$ cat config.mk
export PLATFORM = sky130hd
export DESIGN_NAME = program_entry_and_origin_counter
export DESIGN_NICKNAME = d
export VERILOG_FILES = /design/src/rtl/entry_pkg.sv /design/src/rtl/program_entry_and_origin_counter.sv
export SDC_FILE = /design/constraint.sdc
export NUM_CORES = 1
export LEC_CHECK = 0
export BUFFER_PORTS_ARGS = -buffer_cell sky130_fd_sc_hd__buf_2
export CAP_MARGIN = 20
export CELL_PAD_IN_SITES_DETAIL_PLACEMENT = 1
export CELL_PAD_IN_SITES_GLOBAL_PLACEMENT = 1
export CORE_MARGIN = 2
export CORE_UTILIZATION = 43
export CTS_CLUSTER_DIAMETER = 200
export DETAILED_ROUTE_END_ITERATION = 12
export GPL_TIMING_DRIVEN = 0
export MAX_ROUTING_LAYER = met4
export PLACE_DENSITY = 0.94
export SLEW_MARGIN = 20
export SYNTH_ARGS = -nofsm -noshare
export SYNTH_HDL_FRONTEND = slang
export SYNTH_SLANG_ARGS = --single-unit
$ cat constraint.sdc
create_clock -name i_clock -period 5.85 [get_ports i_clock]
set_input_delay 0 -clock i_clock [delete_from_list [all_inputs] [get_ports i_clock]]
set_output_delay 0 -clock i_clock [all_outputs]
set_load 0.02 [all_outputs]
$ cat src/rtl/entry_pkg.sv
// constants for the program entry and origin counter block
package entry_pkg;
	localparam int POS_W    = 32;
	localparam int ADDR_W   = 12;
	localparam int CHAR_W   = 8;
	localparam int SIZE_W   = 4;
	// console characters
	localparam logic [7:0] CH_ORIGIN = 8'h4F;
	localparam logic [7:0] CH_PROG   = 8'h50;
	localparam logic [7:0] CH_READ   = 8'h5A;
	localparam logic [7:0] CH_RUN    = 8'h47;
	localparam logic [7:0] CH_SAVE   = 8'h53;
	localparam logic [7:0] CH_POL    = 8'h70;
	localparam logic [7:0] CH_PLUS   = 8'h2B;
	localparam logic [7:0] CH_MINUS  = 8'h2D;
	localparam logic [7:0] CH_STOP   = 8'h40;
	localparam logic [7:0] CH_LOOP   = 8'h4C;
	localparam logic [7:0] CH_MOVE   = 8'h4D;
	localparam logic [7:0] CH_REL    = 8'h52;
	localparam logic [7:0] CH_WAIT   = 8'h57;
	localparam logic [7:0] CH_RAMP   = 8'h4B;
	localparam logic [7:0] CH_NONE   = 8'h00;
	// stored sizes of commands
	localparam logic [3:0] SZ_ORIGIN = 4'h5;
	localparam logic [3:0] SZ_REL    = 4'h5;
	localparam logic [3:0] SZ_LOOP   = 4'h4;
	localparam logic [3:0] SZ_MOVE   = 4'h3;
	localparam logic [3:0] SZ_POL    = 4'h2;
	localparam logic [3:0] SZ_OTHER  = 4'h5;
	// program memory map
	localparam logic [11:0] ADDR_START   = 12'h000;
	localparam logic [11:0] ADDR_GAP_LO  = 12'h0C8;
	localparam logic [11:0] ADDR_GAP_HI  = 12'h0FF;
	localparam logic [11:0] ADDR_TOP     = 12'h3FF;
	localparam logic [11:0] ADDR_SAT     = 12'hFFF;
	localparam logic [31:0] POS_RESET    = 32'h0000_0000;
	localparam logic [31:0] SAVE_PROGS   = 32'h0000_0001;
	localparam logic [1:0]  POL_RESET    = 2'h0;
	localparam int          POL_HOME_BIT = 1;
	localparam int          POL_LIM_BIT  = 0;
	localparam logic        REP_POS      = 1'b0;
	localparam logic        REP_POL      = 1'b1;
	typedef enum logic {
		MODE_IMM  = 1'b0,
		MODE_PROG = 1'b1
	} mode_e;
endpackage

$ cat src/rtl/program_entry_and_origin_counter.sv
// command handling for origin counter and program entry mode
`timescale 1ns/100ps

module program_entry_and_origin_counter
	import entry_pkg::*;
(
	input  wire logic              i_clock,
	input  wire logic              i_sys_rst,
	input  wire logic              i_hard_reset,
	input  wire logic              i_escape,
	input  wire logic              i_backspace,
	input  wire logic              i_line_end,
	input  wire logic              i_axis_match,
	input  wire logic              i_multi_axis,
	input  wire logic [7:0]        i_axis_name,
	input  wire logic              i_cmd_valid,
	input  wire logic [7:0]        i_cmd_char,
	input  wire logic              i_cmd_has_data,
	input  wire logic [31:0]       i_cmd_data,
	input  wire logic              i_step,
	input  wire logic              i_step_up,
	output logic [31:0]            o_position,
	output logic                   o_prog_mode,
	output logic                   o_prompt_valid,
	output logic [11:0]            o_prompt_addr,
	output logic                   o_echo_valid,
	output logic [7:0]             o_echo_axis,
	output logic [7:0]             o_echo_cmd,
	output logic                   o_reject,
	output logic                   o_mem_we,
	output logic [9:0]             o_mem_addr,
	output logic [7:0]             o_mem_char,
	output logic [31:0]            o_mem_data,
	output logic                   o_run_valid,
	output logic [11:0]            o_run_addr,
	output logic                   o_nv_save,
	output logic                   o_nv_restore,
	output logic                   o_home_inv,
	output logic                   o_limit_inv,
	output logic                   o_report_valid,
	output logic                   o_report_kind,
	output logic [31:0]            o_report_value
);

	// ---------------------------------------------------------------
	// helper functions
	// ---------------------------------------------------------------
	function automatic logic [3:0] cmd_size(input logic [7:0] c);
		unique case (c)
			CH_ORIGIN: cmd_size = SZ_ORIGIN;
			CH_REL:    cmd_size = SZ_REL;
			CH_LOOP:   cmd_size = SZ_LOOP;
			CH_MOVE:   cmd_size = SZ_MOVE;
			CH_POL:    cmd_size = SZ_POL;
			default:   cmd_size = SZ_OTHER;
		endcase
	endfunction

	function automatic logic prog_char_ok(input logic [7:0] c);
		prog_char_ok = (c == CH_ORIGIN) || (c == CH_REL)
			|| (c == CH_LOOP) || (c == CH_MOVE)
			|| (c == CH_POL) || (c == CH_PLUS)
			|| (c == CH_MINUS) || (c == CH_STOP)
			|| (c == CH_WAIT) || (c == CH_RAMP)
			|| (c == CH_RUN) || (c == CH_SAVE);
	endfunction

	// addresses held in 12 bits; larger values saturate
	function automatic logic [11:0] to_addr(input logic [31:0] v);
		if (v[31] || (v[30:12] != 19'h0_0000)) begin
			to_addr = ADDR_SAT;
		end else begin
			to_addr = v[11:0];
		end
	endfunction

	function automatic logic addr_storable(input logic [11:0] a);
		addr_storable = (a <= ADDR_TOP)
			&& !((a >= ADDR_GAP_LO) && (a <= ADDR_GAP_HI));
	endfunction

	// ---------------------------------------------------------------
	// state
	// ---------------------------------------------------------------
	mode_e       mode_r;
	logic [31:0] pos_r;
	logic [11:0] entry_addr_r;
	logic [1:0]  pol_r;
	logic        armed_r;
	logic        started_r;
	logic        prompt_r;
	logic        echo_r;
	logic [7:0]  echo_axis_r;
	logic [7:0]  echo_cmd_r;
	logic        reject_r;
	logic        we_r;
	logic [9:0]  mem_addr_r;
	logic [7:0]  mem_char_r;
	logic [31:0] mem_data_r;
	logic        run_r;
	logic [11:0] run_addr_r;
	logic        save_r;
	logic        restore_r;
	logic        rep_r;
	logic        rep_kind_r;
	logic [31:0] rep_val_r;

	// ---------------------------------------------------------------
	// command decode
	// ---------------------------------------------------------------
	wire         in_prog    = (mode_r == MODE_PROG);
	wire         single     = !i_multi_axis;
	// a multi axis line counts only after its axis name
	wire         line_ok    = single || armed_r || i_axis_match;
	wire         cmd        = i_cmd_valid && line_ok;
	wire         is_prog_ch = (i_cmd_char == CH_PROG);
	wire         imm_cmd    = cmd && !in_prog;
	wire         prg_cmd    = cmd && in_prog && !is_prog_ch;
	wire [31:0]  data_or_0  = i_cmd_has_data ? i_cmd_data : POS_RESET;

	wire do_origin = imm_cmd && (i_cmd_char == CH_ORIGIN);
	wire do_read   = imm_cmd && (i_cmd_char == CH_READ);
	wire do_run    = imm_cmd && (i_cmd_char == CH_RUN);
	wire do_save   = imm_cmd && (i_cmd_char == CH_SAVE)
		&& i_cmd_has_data && (i_cmd_data == SAVE_PROGS);
	wire do_pol    = imm_cmd && (i_cmd_char == CH_POL);
	wire pol_set   = do_pol && i_cmd_has_data;
	wire pol_ask   = do_pol && !i_cmd_has_data;
	wire do_enter  = imm_cmd && is_prog_ch;
	wire do_leave  = (cmd && in_prog && is_prog_ch)
		|| (in_prog && i_escape) || i_hard_reset;

	wire valid_ch  = prog_char_ok(i_cmd_char);
	wire storable  = addr_storable(entry_addr_r);
	wire do_store  = prg_cmd && valid_ch && storable;
	wire do_reject = prg_cmd && !valid_ch;
	wire do_bksp   = in_prog && i_backspace;

	wire [11:0] enter_addr = to_addr(data_or_0);
	wire [12:0] adv_sum    = {1'b0, entry_addr_r}
		+ {9'h000, cmd_size(i_cmd_char)};
	wire [11:0] adv_addr   = adv_sum[12] ? ADDR_SAT : adv_sum[11:0];

	wire [31:0] step_pos   = i_step_up ? (pos_r + 32'h0000_0001)
		: (pos_r - 32'h0000_0001);

	// prompt only in single axis mode
	wire want_prompt = single && (do_enter || do_store
		|| do_reject || do_bksp || (prg_cmd && valid_ch));

	// ---------------------------------------------------------------
	// position counter
	// ---------------------------------------------------------------
	// load wins over a coincident step; the motion engine keeps its
	// own remaining distance, so a load never alters a move
	always_ff @(posedge i_clock) begin
		if (i_sys_rst || i_hard_reset) begin
			pos_r <= POS_RESET;
		end else if (do_origin) begin
			pos_r <= data_or_0;
		end else if (i_step) begin
			pos_r <= step_pos;
		end
	end

	// ---------------------------------------------------------------
	// mode and entry address
	// ---------------------------------------------------------------
	always_ff @(posedge i_clock) begin
		if (i_sys_rst) begin
			mode_r       <= MODE_IMM;
			entry_addr_r <= ADDR_START;
		end else if (do_leave) begin
			mode_r       <= MODE_IMM;
		end else if (do_enter) begin
			mode_r       <= MODE_PROG;
			entry_addr_r <= enter_addr;
		end else if (do_store) begin
			entry_addr_r <= adv_addr;
		end
	end

	// axis name stays armed across invalid chars and backspace;
	// a fresh name beats a same-cycle line end so it is not lost
	always_ff @(posedge i_clock) begin
		if (i_sys_rst) begin
			armed_r <= 1'b0;
		end else if (i_axis_match) begin
			armed_r <= 1'b1;
		end else if (i_line_end || i_escape) begin
			armed_r <= 1'b0;
		end
	end

	// ---------------------------------------------------------------
	// program memory write port
	// ---------------------------------------------------------------
	always_ff @(posedge i_clock) begin
		if (i_sys_rst) begin
			we_r       <= 1'b0;
			mem_addr_r <= 10'h000;
			mem_char_r <= CH_NONE;
			mem_data_r <= POS_RESET;
		end else begin
			we_r <= do_store;
			if (do_store) begin
				mem_addr_r <= entry_addr_r[9:0];
				mem_char_r <= i_cmd_char;
				mem_data_r <= i_cmd_data;
			end
		end
	end

	// ---------------------------------------------------------------
	// console feedback
	// ---------------------------------------------------------------
	always_ff @(posedge i_clock) begin
		if (i_sys_rst) begin
			prompt_r    <= 1'b0;
			echo_r      <= 1'b0;
			echo_axis_r <= CH_NONE;
			echo_cmd_r  <= CH_NONE;
			reject_r    <= 1'b0;
		end else begin
			prompt_r <= want_prompt;
			reject_r <= do_reject;
			echo_r   <= i_multi_axis && (do_store || do_bksp);
			echo_axis_r <= i_axis_name;
			// backspace echoes the axis name alone
			echo_cmd_r  <= do_bksp ? CH_NONE : i_cmd_char;
		end
	end

	// prompt shows the address the next command will go to
	wire [11:0] prompt_nxt = do_enter ? enter_addr
		: (do_store ? adv_addr : entry_addr_r);

	always_ff @(posedge i_clock) begin
		if (i_sys_rst) begin
			o_prompt_addr <= ADDR_START;
		end else if (want_prompt) begin
			o_prompt_addr <= prompt_nxt;
		end
	end

	// ---------------------------------------------------------------
	// run, save, restore, polarity, reports
	// ---------------------------------------------------------------
	always_ff @(posedge i_clock) begin
		if (i_sys_rst) begin
			run_r      <= 1'b0;
			run_addr_r <= ADDR_START;
			save_r     <= 1'b0;
		end else begin
			run_r  <= do_run;
			save_r <= do_save;
			if (do_run) begin
				run_addr_r <= enter_addr;
			end
		end
	end

	// one restore pulse on the first edge after reset release
	always_ff @(posedge i_clock) begin
		if (i_sys_rst) begin
			started_r <= 1'b0;
			restore_r <= 1'b0;
		end else begin
			started_r <= 1'b1;
			restore_r <= !started_r;
		end
	end

	always_ff @(posedge i_clock) begin
		if (i_sys_rst) begin
			pol_r <= POL_RESET;
		end else if (pol_set) begin
			pol_r <= i_cmd_data[1:0];
		end
	end

	always_ff @(posedge i_clock) begin
		if (i_sys_rst) begin
			rep_r      <= 1'b0;
			rep_kind_r <= REP_POS;
			rep_val_r  <= POS_RESET;
		end else begin
			rep_r <= do_read || pol_ask;
			if (do_read) begin
				rep_kind_r <= REP_POS;
				rep_val_r  <= pos_r;
			end else if (pol_ask) begin
				rep_kind_r <= REP_POL;
				rep_val_r  <= {30'h0000_0000, pol_r};
			end
		end
	end

	// ---------------------------------------------------------------
	// outputs
	// ---------------------------------------------------------------
	assign o_position     = pos_r;
	assign o_prog_mode    = mode_r;
	assign o_prompt_valid = prompt_r;
	assign o_echo_valid   = echo_r;
	assign o_echo_axis    = echo_axis_r;
	assign o_echo_cmd     = echo_cmd_r;
	assign o_reject       = reject_r;
	assign o_mem_we       = we_r;
	assign o_mem_addr     = mem_addr_r;
	assign o_mem_char     = mem_char_r;
	assign o_mem_data     = mem_data_r;
	assign o_run_valid    = run_r;
	assign o_run_addr     = run_addr_r;
	assign o_nv_save      = save_r;
	assign o_nv_restore   = restore_r;
	assign o_home_inv     = pol_r[POL_HOME_BIT];
	assign o_limit_inv    = pol_r[POL_LIM_BIT];
	assign o_report_valid = rep_r;
	assign o_report_kind  = rep_kind_r;
	assign o_report_value = rep_val_r;

endmodule

==> summary.txt <==
Critical path
  – CP Capture Type: flip-flop
  – CP startpoint kind: input pin
  – Largest fanout on the critical path: 7
  – Crit path kind: input pin to flip-flop
  – Crit path DAT: 4240 ps
  – Worst EP required: 6220 ps

Global route
  – Wire length of the first global-routing pass: 56500 um
  – Initial antenna violation count: 1
  – GRT Total Usage: 33.6%
  – Congestion Overflow GR: 0
  – Largest net degree at the start of global routing: 32
  – Vias in the first global route: 10094

Die
  – Initial Util: 43.6%
  – Row count: 53
  – Die width: 150 um
  – Die Y: 150 um
  – Die Area: 0.0224 mm^2
  – Io pins: 226
  – Core area: 0.0210 mm^2

Synthesis
  – Commonest register cell after synthesis: dfxtp_1
  – Mapped Area: 0.00914 mm^2
  – Yosys warns: 0
  – Sequential share of the synthesized area: 39.4%
  – Post-synth EDFFs: 0
  – Syn Nets: 1165
  – Register bit total from synthesis: 180
  – Syn avg cell area: 8.54 um^2
  – Post-synth cell types: 72
  – Fraction of registers with async set/reset: 0%
  – Synth Instances: 1070

Cells and area
  – Fraction of layout cells with a size suffix above 1: 21.2%
  – Final core occ: 55.9%
  – Register Area: 0.00360 mm^2
  – Post-route insts no fill: 1651
  – NumNets Final: 1457
  – Fill count: 2569
  – Area growth syn-to-layout: 28.1%
  – Area of the multi-input gates: 0.00516 mm^2

STA
  – Slew at the pin with the worst max-slew slack: 942 ps
  – Clock skew: 12.0 ps
  – Fin crit period: 3870 ps
  – Fin crit share: 66.1%
  – Peak Freq: 0.259 GHz
  – Post-route setup TNS: 0 ps
  – Slew Viols, Final: 0
  – Slew HR: 36.3%
  – Final hold vios: 0
  – Final setup viols: 0
  – RSZ-0062 raised after global routing: false

Outcome
  – Status: finished, final reports clean

Power
  – Max VDD drop: 0.211 mV
  – Gate power share: 13.7%
  – Clk pwr share: 41.3%
  – Sequential share of power: 45.0%
  – Lkg Pwr: 5.55 nW
  – Power density over the cells: 240 mW/mm^2
  – Switching Share: 30.3%
  – P_int: 1.96 mW
  – Sw power: 852 uW
  – Overall power: 2.81 mW

Placed design
  – PortBufs: 220
  – GP Congestion: 0.944
  – Post-DP HPWL: 26600 um
  – Dpl cells: 1565

Routing
  – Initial DRC Count: 741
  – Drt wl/cell: 22.6 um
  – Vias per cell: 5.96
  – Via count of the routed design: 9841
  – Antenna Nets Post-Route: 0
  – First drt pass iteration count: 5
  – # DRC: 0
  – Wirelength, routed: 37400 um

Clocking
  – Clock latency on the worst-skew pair: 450 ps
  – Post-cts gate resize count: 0
  – CTS Sinks: 180
  – Maximum clock path buffer count: 2
  – CTS Buf Count: 17
  – Clock-pin slew of the registers on the worst-case setup and hold paths: 80 ps
  – H-tree level count: 4
  – Cell chosen for the clock root: clkbuf_16
  – CTS tree: built

Min path
  – Hold/Removal Path Class: input pin to flip-flop

Job
  – Max-Cap Viols: 0
## synth_stat cells (all sizes together), types with 10 or more instances
cell / n / area share (%)
a211oi: 28 / 2.3
a21o: 17 / 1.4
a21oi: 121 / 6.6
a31oi: 13 / 0.89
and2: 20 / 1.4
and3: 20 / 1.4
buf: 19 / 1.2
clkbuf: 53 / 2.2
dfxtp: 180 / 39
ha: 33 / 4.5
inv: 19 / 0.78
mux2i: 70 / 7.7
nand2: 88 / 3.6
nand3: 54 / 3.0
nand4: 11 / 0.75
nor2: 107 / 4.6
nor2b: 15 / 1.0
nor3: 14 / 0.93
nor3b: 10 / 0.88
nor4: 11 / 0.75
o211ai: 12 / 0.99
o21ai: 38 / 2.1
xnor2: 19 / 1.8
xor2: 14 / 1.3
## through the flow
stage | hold slack (ps) | setup WS (ps) | cell area (um^2)
finish | 47.4 | 1980 | 11700
detailed placement | 221 | 2440 | 10600
global placement | 208 | 2220 | 10600
floorplan | 76.3 | 3010 | 9140
CTS | 29.9 | 2290 | 11700
global route | 66.5 | 2020 | 11700
## sequential cells by signal, indices dropped and copies added (netlist names), 2 cells and up
name / flops
o_mem_char: 8
entry_addr_r: 12
o_echo_axis: 8
o_mem_data: 32
o_report_value: 32
o_echo_cmd: 8
o_run_addr: 12
o_position: 32
pol_r: 2
o_mem_addr: 10
o_prompt_addr: 12
## cell families (layout without fill, tap and decap cells)
group                      Yosys count  after routing  share of synthesized area, %
xor gates and xnor gates            33             33                          3.16
and+or+nand+nor                    380            380                          21.0
other                                0              1                             0
muxes                               74             74                          8.16
DFF                                180            180                          39.4
AOI/OAI and AO/OA                  277            277                          19.1
adders and majority gates           35             35                          4.95
buffers and inverters               91            396                          4.13
## area by class of cell
class / instances / share of cell area, %
tap: 275 / 2.94
timing repair buffer: 273 / 13.9
multi-input combinational: 799 / 44.1
antenna: 1 / 0.0214
inverter: 19 / 0.609
buffer: 72 / 2.62
clock inverter: 15 / 1.44
sequential: 180 / 30.8
clock buffer: 17 / 3.63
## placed cells by master, fill, tap and decap left out, drive strengths merged, types with 4 or more instances in the layout
cell | Yosys | routed
or2 | 4 | 4
mux2i | 70 | 70
o21a | 6 | 6
nor2b | 15 | 15
buf | 19 | 239
o41ai | 4 | 4
dfxtp | 180 | 180
nor4 | 11 | 11
and4 | 6 | 6
xnor2 | 19 | 19
inv | 19 | 23
a21o | 17 | 17
o32ai | 5 | 5
a311oi | 4 | 4
dlygate4sd3 | 0 | 53
xor2 | 14 | 14
nor3b | 10 | 10
ha | 33 | 33
a31oi | 13 | 13
nor3 | 14 | 14
nor4b | 4 | 4
o21bai | 4 | 4
clkinv | 0 | 10
nand2 | 88 | 88
nand4 | 11 | 11
o21ai | 38 | 38
and3 | 20 | 20
and2 | 20 | 20
o211ai | 12 | 12
nor2 | 107 | 107
a21oi | 121 | 121
nand3 | 54 | 54
mux2 | 4 | 4
clkbuf | 53 | 70
a211oi | 28 | 28
## worst paths after layout
kind | slack [ps] | from | end | cells past startpoint
worst max-delay path | 1980 | i_cmd_char[7] | o_prompt_addr[1] | 15
worst min-delay path | 50 | i_cmd_valid | o_reject | 5
worst min register to register | 390 | started_r | o_nv_restore | 1
worst max register to register | 2610 | o_prog_mode | o_prompt_addr[8] | 8
## metal layers
layer | part of all wire (%) | vias to the layer above | GRT usage (%)
li1 | - | 4447 | -
met1 | 40 | 4807 | 39.6
met2 | 48 | 466 | 55.5
met3 | 8.0 | 121 | 6.83
met4 | 4.2 | 0 | 15.0
met5 | 0 | - | -
## timing repair
item / 4_1_cts / 5_1_grt
setup buffers: 0 / 0
endpoints found under the setup margin: 0 / 0
hold endpoints to repair: 90 / 0
hold buffers: 53 / 0
## power by group through the flow
stage	Clock [mW]	Combinational, mW	Sequential [mW]
floorplan	0	0.198	1.31
global placement	0	0.330	1.29
detailed placement	0	0.342	1.29
CTS	1.16	0.376	1.26
global route	1.22	0.414	1.27
finish	1.16	0.386	1.27
## worst max-delay path: stages
cell and delay (ps):
dlygate4sd3_1 570, buf_2 190, nor4b_1 840, and3_1 300, mux2i_1 90, or2_1 250
fa_1 450, inv_1 80, a21oi_1 150, or3b_2 530, nand2_1 90, nor2_1 50
o21ai_0 240, nand3b_1 200, a21oi_1 210
(Power assumes the default switching activity.)
